## src/hw/usr_defs.svh

```systemverilog
// register numbers, widths and reset values for the status register group
// assumes a plain 16-bit register port addressed by register number
// ---------------------------------------------------------------------
// Overview of operation
// eight status words at registers 350 to 357
// system words only with systems cabinet
// bit 15 is most significant bit
// sys1 bits 15-12 cabinet board links
// sys1 bits 11-9 transformer fuses 3,2,1
// sys1 bit7 supply2, bit6 supply1, bit8 spare
// sys1 bits 2-0 cabinet fans 3,2,1
// sys2 bit15 bypass switch fuse, bits 14-7 and 0 spare
// sys2 bits 6-1 remote contacts 6-1
// sys3 rotation cw, ccw, frequency lock
// sys3 bit8 bypass contactor command mismatch
// sys3 bit7 any cabinet board link failed
// sys3 bit6 bypass breaker overcurrent trip
// sys3 bits 1,0 grounding transformer trips
// module A bits 15-13 contactors, 1=closed
// module A bits 12-7 board links
// module A bit6 unload timeout, bit5 lowspeed
// module A bits 4,3,0 controller enables
// module A bits 2,1 static switch status
// module B discharging and transformer fuses
// module B supplies 3-1 and fans 6-1
// bit map fixed to logic revision
// live status, spares zero, writes ignored
// ---------------------------------------------------------------------
`ifndef USR_DEFS_SVH
`define USR_DEFS_SVH

`define USR_ADDR_W     16
`define USR_DATA_W     16
`define USR_REG_SYS1   16'h015E
`define USR_REG_SYS2   16'h015F
`define USR_REG_SYS3   16'h0160
`define USR_REG_MOD_A  16'h0161
`define USR_REG_MOD_B  16'h0162
`define USR_REG_MOD_C  16'h0163
`define USR_REG_MOD_D  16'h0164
`define USR_REG_MOD_E  16'h0165
`define USR_RDATA_RST  16'h0000
`define USR_LOGIC_REV  16'h0001

`endif

```

## src/hw/usr_pkg.sv

```systemverilog
// types for the status register group: pin groups and word layouts
// assumes usr_defs.svh supplies the numeric constants
`default_nettype none
package usr_pkg;

  // ---------------------------------------------------------------------
  // pin groups
  // ---------------------------------------------------------------------
  typedef struct packed {
    logic [3:0] board_link_ok;    // user, io, fan, ac (cab_ac_board_link_ok)
    logic [2:0] xfmr_fuse_ok;     // cab_xfmr3_fuse_ok down to 1
    logic [1:0] supply_good;      // supply 2, cab_supply1_good
    logic [2:0] fan_ok;           // fan 3, 2, 1
    logic       ss_fuse_ok;
    logic [5:0] remote_contact;   // contact 6 down to 1
    logic       bypass_rotation_cw;
    logic       bypass_rotation_ccw;
    logic       freq_lock;
    logic       bypass_breaker_overcurrent_trip;
    logic       grounding_xfmr_overload_trip;
    logic       grounding_xfmr_breaker_trip;
  } usr_cab_pins_t;

  typedef struct packed {
    logic       bypass_contactor_closed;
    logic       output_contactor_closed;
    logic       input_contactor_closed;
    logic [5:0] board_link_ok;    // user, io, fan, dc, ac, genset
    logic       unload_setpoint_timeout;
    logic       low_speed_shutdown;
    logic       rotor_master_ctrl_on;
    logic       ext_sync_cmd;
    logic       static_switch_contactor_state;
    logic       static_switch_fuse_state;
    logic       master_ctrl_on;
    logic       discharging;
    logic [1:0] xfmr_fuse_ok;     // mod_xfmr2_fuse_ok, mod_xfmr1_fuse_ok
    logic [2:0] supply_good;      // mod_supply3_good down to 1
    logic [5:0] fan_ok;           // fan 6 down to 1
  } usr_mod_pins_t;

  // ---------------------------------------------------------------------
  // word layouts, first field is bit 15
  // ---------------------------------------------------------------------
  typedef struct packed {
    logic [3:0] board_link_ok;
    logic [2:0] xfmr_fuse_ok;
    logic       spare_8;
    logic [1:0] supply_good;
    logic [2:0] spare_5_3;
    logic [2:0] fan_ok;
  } usr_sys1_t;

  typedef struct packed {
    logic       ss_fuse_ok;
    logic [7:0] spare_14_7;
    logic [5:0] remote_contact;
    logic       spare_0;
  } usr_sys2_t;

  typedef struct packed {
    logic       rotation_cw;
    logic       rotation_ccw;
    logic       freq_lock;
    logic [3:0] spare_12_9;
    logic       contactor_mismatch;
    logic       comm_error;
    logic       breaker_trip;
    logic [3:0] spare_5_2;
    logic       zz_overload_trip;
    logic       zz_breaker_trip;
  } usr_sys3_t;

  typedef struct packed {
    logic [2:0] contactor_closed;
    logic [5:0] board_link_ok;
    logic       unload_timeout;
    logic       low_speed_shutdown;
    logic       rotor_master_on;
    logic       ext_sync_cmd;
    logic       ss_contactor;
    logic       ss_fuse;
    logic       master_on;
  } usr_mod_a_t;

  typedef struct packed {
    logic [1:0] spare_15_14;
    logic       discharging;
    logic [1:0] spare_12_11;
    logic [1:0] xfmr_fuse_ok;
    logic [2:0] supply_good;
    logic [5:0] fan_ok;
  } usr_mod_b_t;

endpackage : usr_pkg
`default_nettype wire

```

## src/hw/usr_status_regs.sv

```systemverilog
// status register group: eight read-only 16-bit words
// assumes status pins are asynchronous and words c to e come from
// logic on clk; the bypass contactor command is also on clk
//
// Implementation choice: the address-and-strobe port.
`timescale 1ns/1ps
`default_nettype none
`include "usr_defs.svh"

module usr_status_regs (
  input  wire logic                      clk,
  input  wire logic                      rst,
  input  wire logic                      cab_present,
  input  wire usr_pkg::usr_cab_pins_t    cab_pins,
  input  wire usr_pkg::usr_mod_pins_t    mod_pins,
  input  wire logic                      bypass_contactor_cmd,
  input  wire logic [`USR_DATA_W-1:0]    mod_status_c,
  input  wire logic [`USR_DATA_W-1:0]    mod_status_d,
  input  wire logic [`USR_DATA_W-1:0]    mod_status_e,
  input  wire logic [`USR_ADDR_W-1:0]    addr,
  input  wire logic [`USR_DATA_W-1:0]    wdata,
  input  wire logic                      wr_stb,
  input  wire logic                      rd_stb,
  output logic      [`USR_DATA_W-1:0]    rdata,
  output logic      [`USR_DATA_W-1:0]    logic_rev
);

  localparam int CAB_W = $bits(usr_pkg::usr_cab_pins_t);
  localparam int MOD_W = $bits(usr_pkg::usr_mod_pins_t);
  localparam int PIN_W = CAB_W + MOD_W + 1;

  // ---------------------------------------------------------------------
  // pin synchronisers
  // ---------------------------------------------------------------------
  // a change is taken only when stages two and three agree, which also
  // rejects a single-cycle glitch on a contact or relay input
  logic [PIN_W-1:0] pin_raw;
  logic [PIN_W-1:0] stable_reg;

  assign pin_raw = {cab_present, cab_pins, mod_pins};

  genvar gi;
  generate
    for (gi = 0; gi < PIN_W; gi++) begin : g_sync
      logic s1_reg;
      logic s2_reg;
      logic s3_reg;
      always_ff @(posedge clk or posedge rst) begin
        if (rst) begin
          s1_reg        <= 1'b0;
          s2_reg        <= 1'b0;
          s3_reg        <= 1'b0;
          stable_reg[gi] <= 1'b0;
        end else begin
          s1_reg <= pin_raw[gi];
          s2_reg <= s1_reg;
          s3_reg <= s2_reg;
          if (s2_reg == s3_reg) begin
            stable_reg[gi] <= s3_reg;
          end
        end
      end
    end
  endgenerate

  logic                   cab_ok;
  usr_pkg::usr_cab_pins_t cab_s;
  usr_pkg::usr_mod_pins_t mod_s;

  assign cab_ok = stable_reg[PIN_W-1];
  assign cab_s  = stable_reg[PIN_W-2:MOD_W];
  assign mod_s  = stable_reg[MOD_W-1:0];

  // ---------------------------------------------------------------------
  // word assembly
  // ---------------------------------------------------------------------
  // words are rebuilt every cycle from live conditions; nothing latches R23
  usr_pkg::usr_sys1_t  sys1;
  usr_pkg::usr_sys2_t  sys2;
  usr_pkg::usr_sys3_t  sys3;
  usr_pkg::usr_mod_a_t mod_a;
  usr_pkg::usr_mod_b_t mod_b;

  always_comb begin
    sys1 = '0;
    sys2 = '0;
    sys3 = '0;
    // without a systems cabinet the three system words read zero R2
    if (cab_ok) begin
      sys1.board_link_ok      = cab_s.board_link_ok;
      sys1.xfmr_fuse_ok       = cab_s.xfmr_fuse_ok;
      sys1.supply_good        = cab_s.supply_good;
      sys1.fan_ok             = cab_s.fan_ok;
      sys2.ss_fuse_ok         = cab_s.ss_fuse_ok;
      sys2.remote_contact     = cab_s.remote_contact;
      sys3.rotation_cw        = cab_s.bypass_rotation_cw;
      sys3.rotation_ccw       = cab_s.bypass_rotation_ccw;
      sys3.freq_lock          = cab_s.freq_lock;
      // sensed lags command by the synchroniser, so a short flag R11
      sys3.contactor_mismatch =
        mod_s.bypass_contactor_closed ^ bypass_contactor_cmd;
      sys3.comm_error         = ~&cab_s.board_link_ok;
      sys3.breaker_trip       = cab_s.bypass_breaker_overcurrent_trip;
      sys3.zz_overload_trip   = cab_s.grounding_xfmr_overload_trip;
      sys3.zz_breaker_trip    = cab_s.grounding_xfmr_breaker_trip;
    end
  end

  always_comb begin
    mod_a = '0;
    mod_b = '0;
    mod_a.contactor_closed   = {mod_s.bypass_contactor_closed,
                                mod_s.output_contactor_closed,
                                mod_s.input_contactor_closed};
    mod_a.board_link_ok      = mod_s.board_link_ok;
    mod_a.unload_timeout     = mod_s.unload_setpoint_timeout;
    mod_a.low_speed_shutdown = mod_s.low_speed_shutdown;
    mod_a.rotor_master_on    = mod_s.rotor_master_ctrl_on;
    mod_a.ext_sync_cmd       = mod_s.ext_sync_cmd;
    mod_a.master_on          = mod_s.master_ctrl_on;
    mod_a.ss_contactor       = mod_s.static_switch_contactor_state;
    mod_a.ss_fuse            = mod_s.static_switch_fuse_state;
    mod_b.discharging        = mod_s.discharging;
    mod_b.xfmr_fuse_ok       = mod_s.xfmr_fuse_ok;
    mod_b.supply_good        = mod_s.supply_good;
    mod_b.fan_ok             = mod_s.fan_ok;
  end

  // ---------------------------------------------------------------------
  // register port
  // ---------------------------------------------------------------------
  // the map is tied to this revision number so software can check it R22
  assign logic_rev = `USR_LOGIC_REV;

  // writes are accepted and dropped; wdata and wr_stb steer nothing R23
  always_ff @(posedge clk or posedge rst) begin
    if (rst) begin
      rdata <= `USR_RDATA_RST;
    end else if (rd_stb) begin
      if (addr == `USR_REG_SYS1) begin
        rdata <= sys1;
      end else if (addr == `USR_REG_SYS2) begin
        rdata <= sys2;
      end else if (addr == `USR_REG_SYS3) begin
        rdata <= sys3;
      end else if (addr == `USR_REG_MOD_A) begin
        rdata <= mod_a;
      end else if (addr == `USR_REG_MOD_B) begin
        rdata <= mod_b;
      end else if (addr == `USR_REG_MOD_C) begin
        rdata <= mod_status_c;
      end else if (addr == `USR_REG_MOD_D) begin
        rdata <= mod_status_d;
      end else if (addr == `USR_REG_MOD_E) begin
        rdata <= mod_status_e;
      end else begin
        rdata <= `USR_RDATA_RST;
      end
    end else begin
      rdata <= `USR_RDATA_RST;
    end
  end

endmodule : usr_status_regs
`default_nettype wire

```

## config.mk

```make
export PLATFORM = sky130hd
export DESIGN_NAME = usr_status_regs
export DESIGN_NICKNAME = d
export VERILOG_FILES = /design/src/hw/usr_pkg.sv /design/src/hw/usr_status_regs.sv
export VERILOG_INCLUDE_DIRS = /design/src /design/src/hw
export SDC_FILE = /design/constraint.sdc
export NUM_CORES = 1
export LEC_CHECK = 0
export BUFFER_PORTS_ARGS = -buffer_cell sky130_fd_sc_hd__buf_2
export CAP_MARGIN = 20
export CORE_ASPECT_RATIO = 1.2
export CORE_MARGIN = 3
export CORE_UTILIZATION = 57
export CTS_CLUSTER_DIAMETER = 30
export DETAILED_ROUTE_END_ITERATION = 12
export GPL_ROUTABILITY_DRIVEN = 0
export GPL_TIMING_DRIVEN = 0
export HOLD_SLACK_MARGIN = 0.15
export PLACE_DENSITY_LB_ADDON = 0.25
export RECOVER_POWER = 25
export SLEW_MARGIN = 20
export SYNTH_ARGS = -nofsm -noshare
export SYNTH_HDL_FRONTEND = slang
export SYNTH_SLANG_ARGS = --single-unit
```

## constraint.sdc

```tcl
create_clock -name clk -period 12.2 [get_ports clk]
set_clock_uncertainty 0.1 [all_clocks]
set_input_delay 0 -clock clk [delete_from_list [all_inputs] [get_ports clk]]
set_output_delay 0 -clock clk [all_outputs]
set_load 0.01 [all_outputs]
```

==> run_results.csv <==
group,metric,value,unit
worst_setup_path,r2r_slack,9810,ps
global_route,track_usage,29.62,%
clock_network,clockRootBuffer,"clkbuf_16",
run_status,status,"completed",
worst_setup_path,crit_path_max_incr_delay,640,ps
final_layout,area_growth,45.78,%
floorplan,die_h,134.1,um
synthesis,yosys_register_bits,232,
place,port-buffer-count,137,
timing,finalSetupViolations,0,
route,avgRoutedWirePerCell,21.24,um
worst_setup_path,crit_path_end_kind,"flip-flop",
power_and_ir_drop,internal_power,1.478,mW
timing,final-max-slew-violation-count,0,
floorplan,start_util,58.60,%
final_layout,n_antenna_cell,0,
clock_network,clk_latency,490,ps
synthesis,async_reset_ff_share,100.0,%
final_layout,final_core_util,85.43,%
power_and_ir_drop,leakage,5.075,nW
timing,worst_slack,8909,ps
synthesis,ys_warn_count,0,
global_route,grt_pass1_wl,34220,um
timing,worst_hold_slack,153.6,ps
synthesis,ys_seq_area_share,74.51,%
route,first_pass_iters,7,
flow_run,maxCapViolCount,0,
floorplan,rows,46,
global_route,antenna_found_initial,0,
route,drt_iter0_drc,435,
power_and_ir_drop,comb_power_share,6.3,%
worst_hold_path,min-delay-start,"addr[14]",
place,post-dp-hpwl,11760,um
timing,min_period,3291,ps
floorplan,die_area,0.01511,mm^2
worst_setup_path,slowest_stage,"or4b_1",
route,vias_per_cell,5.541,
worst_setup_path,arrival,3560,ps
final_layout,layout_commonest_cell,"dfrtp_1",
global_route,grt_pass1_vias,6364,
power_and_ir_drop,p_sw,0.4304,mW
worst_setup_path,r2r_end,"rdata[1]$_DFF_PP0_",
power_and_ir_drop,p_sw_share,22.55,%
timing,max_freq,303.9,MHz
synthesis,synth_edf_count,0,
final_layout,nets,970,
route,drtAntennaViolNets,0,
worst_setup_path,start_kind,"input port",
worst_setup_path,worstRegToRegCells,4,
worst_setup_path,cp_max_fo,10,
route,vias,5663,
clock_network,cts_sinks,232,
worst_setup_path,cp_data_required_time,12470,ps
timing,rsz0062_at_grt,"no",
clock_network,post_cts_buffers,0,
synthesis,syn-instance-count,498,
route,route.detailed.drc,0,
worst_setup_path,critical_path.cell_chain,"buf_2 -> clkbuf_1 -> or4b_1 -> nor4_2 -> buf_2 -> a22oi_1 -> dlygate4sd3_1 -> a211o_1 -> dlygate4sd3_1 -> a21oi_1",
clock_network,cts_tree,"built",
timing,worstMarginPinSlew,883.8,ps
timing,maxSlewHeadroom,40.64,%
clock_network,clock_path_buffers,3,
synthesis,ys.flop_type,"dfrtp_1",
worst_hold_path,hold_path.class,"input port to flip-flop",
place,place_ws,9344,ps
worst_setup_path,r2r-start,"cab_ok$_DFFE_PP0N_",
global_route,grt_max_degree,89,
clock_network,clk_pin_slew,50,ps
timing,period_share,26.97,%
floorplan,io_pins,171,
final_layout,most-common-layout-cells,"232 x dfrtp_1, 144 x dlygate4sd3_1, 141 x buf_2",
power_and_ir_drop,p_per_area,168.0,mW/mm^2
synthesis,synth_area,0.007791,mm^2
global_route,gr-total-overflow,0,
synthesis,avgSynthCellArea,15.65,um^2
floorplan,coreArea,0.01330,mm^2
timing,finalHoldViolCount,0,
route,wirelength,21710,um
worst_setup_path,critPathLaunch,"addr[0]",
worst_setup_path,crit_type,"input port to flip-flop",
floorplan,die_w,112.7,um
timing,timing.setup.tns,0,ps
power_and_ir_drop,power_frac_seq,44.3,%
final_layout,drive_above_1_share,26.81,%
power_and_ir_drop,finalPower,1.908,mW
clock_network,numCtsBuffers,34,
power_and_ir_drop,clkPwrFrac,49.5,%
clock_network,postCtsResizedCells,0,
worst_hold_path,whs_endpoint,"rdata[10]$_DFF_PP0_",
power_and_ir_drop,max-vdd-ir-drop,0.1406,mV
worst_hold_path,min_path_cells,6,
clock_network,cts-htree-levels,2,
synthesis,synth_cell_type_count,55,
timing repair:
action	4_1_cts	5_1_grt
hold endpoints to repair	302	0
endpoints found under the setup margin	0	0
hold buffers	144	0
metrics by stage:
stage / cells / instance area, um^2
detailed placement: 819 / 8802
global placement: 817 / 8740
finish: 1022 / 11360
floorplan: 512 / 7844
CTS: 1022 / 11360
global route: 1022 / 11360
synthesized netlist by cell type, types with 6 or more instances:
cell type  number  area share [%]
dfrtp_1       232              75
maj3_1         54             6.9
nand2_1        29             1.4
buf_4          16             1.5
clkbuf_1       14            0.67
a21oi_1         9            0.58
a221o_1         9             1.2
a221oi_1        9             1.0
a32oi_1         9             1.0
o211ai_1        9            0.87
a22oi_1         8            0.77
o21ai_0         7            0.45
inv_1           6            0.29
mux2_2          6            0.87
nor2b_1         6            0.48
nor3_1          6            0.39
area by class of cell:
| class | instances | area (um^2) |
|---|---|---|
| multi-input combinational | 238 | 1808 |
| sequential | 232 | 5806 |
| inverter | 6 | 30.03 |
| clock inverter | 16 | 168.9 |
| tap | 168 | 210.2 |
| clock buffer | 43 | 945.9 |
| fill | 598 | 1937 |
| buffer | 36 | 207.7 |
| timing repair buffer | 283 | 2182 |
layer usage:
layer | up-vias | part of all wire, % | GRT usage (%)
met3 | 66 | 7.1 | 6.002
met4 | 0 | 3.3 | 11.36
met1 | 2864 | 36 | 35.03
met2 | 296 | 54 | 53.23
li1 | 2437 | - | -
met5 | - | 0 | 0
power groups by stage:
stage / logic (mW) / clock network (mW) / registers (mW)
floorplan: 0.0484 / 0 / 0.844
global placement: 0.0768 / 0 / 0.852
detailed placement: 0.0822 / 0 / 0.853
CTS: 0.114 / 0.944 / 0.843
global route: 0.130 / 0.989 / 0.848
finish: 0.119 / 0.944 / 0.845
kinds of logic after synthesis:
group                    Yosys count  share of synthesized area [%]
flip-flops                       232                          74.51
AND/OR/NAND/NOR                   82                          6.504
AO/OA/AOI/OAI                     79                          8.014
multiplexers                       6                         0.8671
buffers and inverters             42                          2.955
adder cells (fa/ha/maj)           54                          6.938
XOR/XNOR                           1                         0.1124
other                              2                        0.09639
critical path, delay by kind of cell:
kind	cells	cell delay [ps]
AOI/OAI and AO/OA	3	690
and+or+nand+nor	2	1000
buffers and inverters	5	1890
how the worst max path moves through the flow:
stage | slack (ps) | end
final | 8910 | rdata[0]$_DFF_PP0_
after global routing | 8810 | rdata[0]$_DFF_PP0_
after CTS | 8980 | rdata[0]$_DFF_PP0_
after detailed placement | 9340 | rdata[13]$_DFF_PP0_
after global placement | 4040 | mod_b[4]$_DFFE_PP0N_
after floorplan | 5740 | cab_ok$_DFFE_PP0N_
Note: power is estimated with default switching activity, not from simulation.
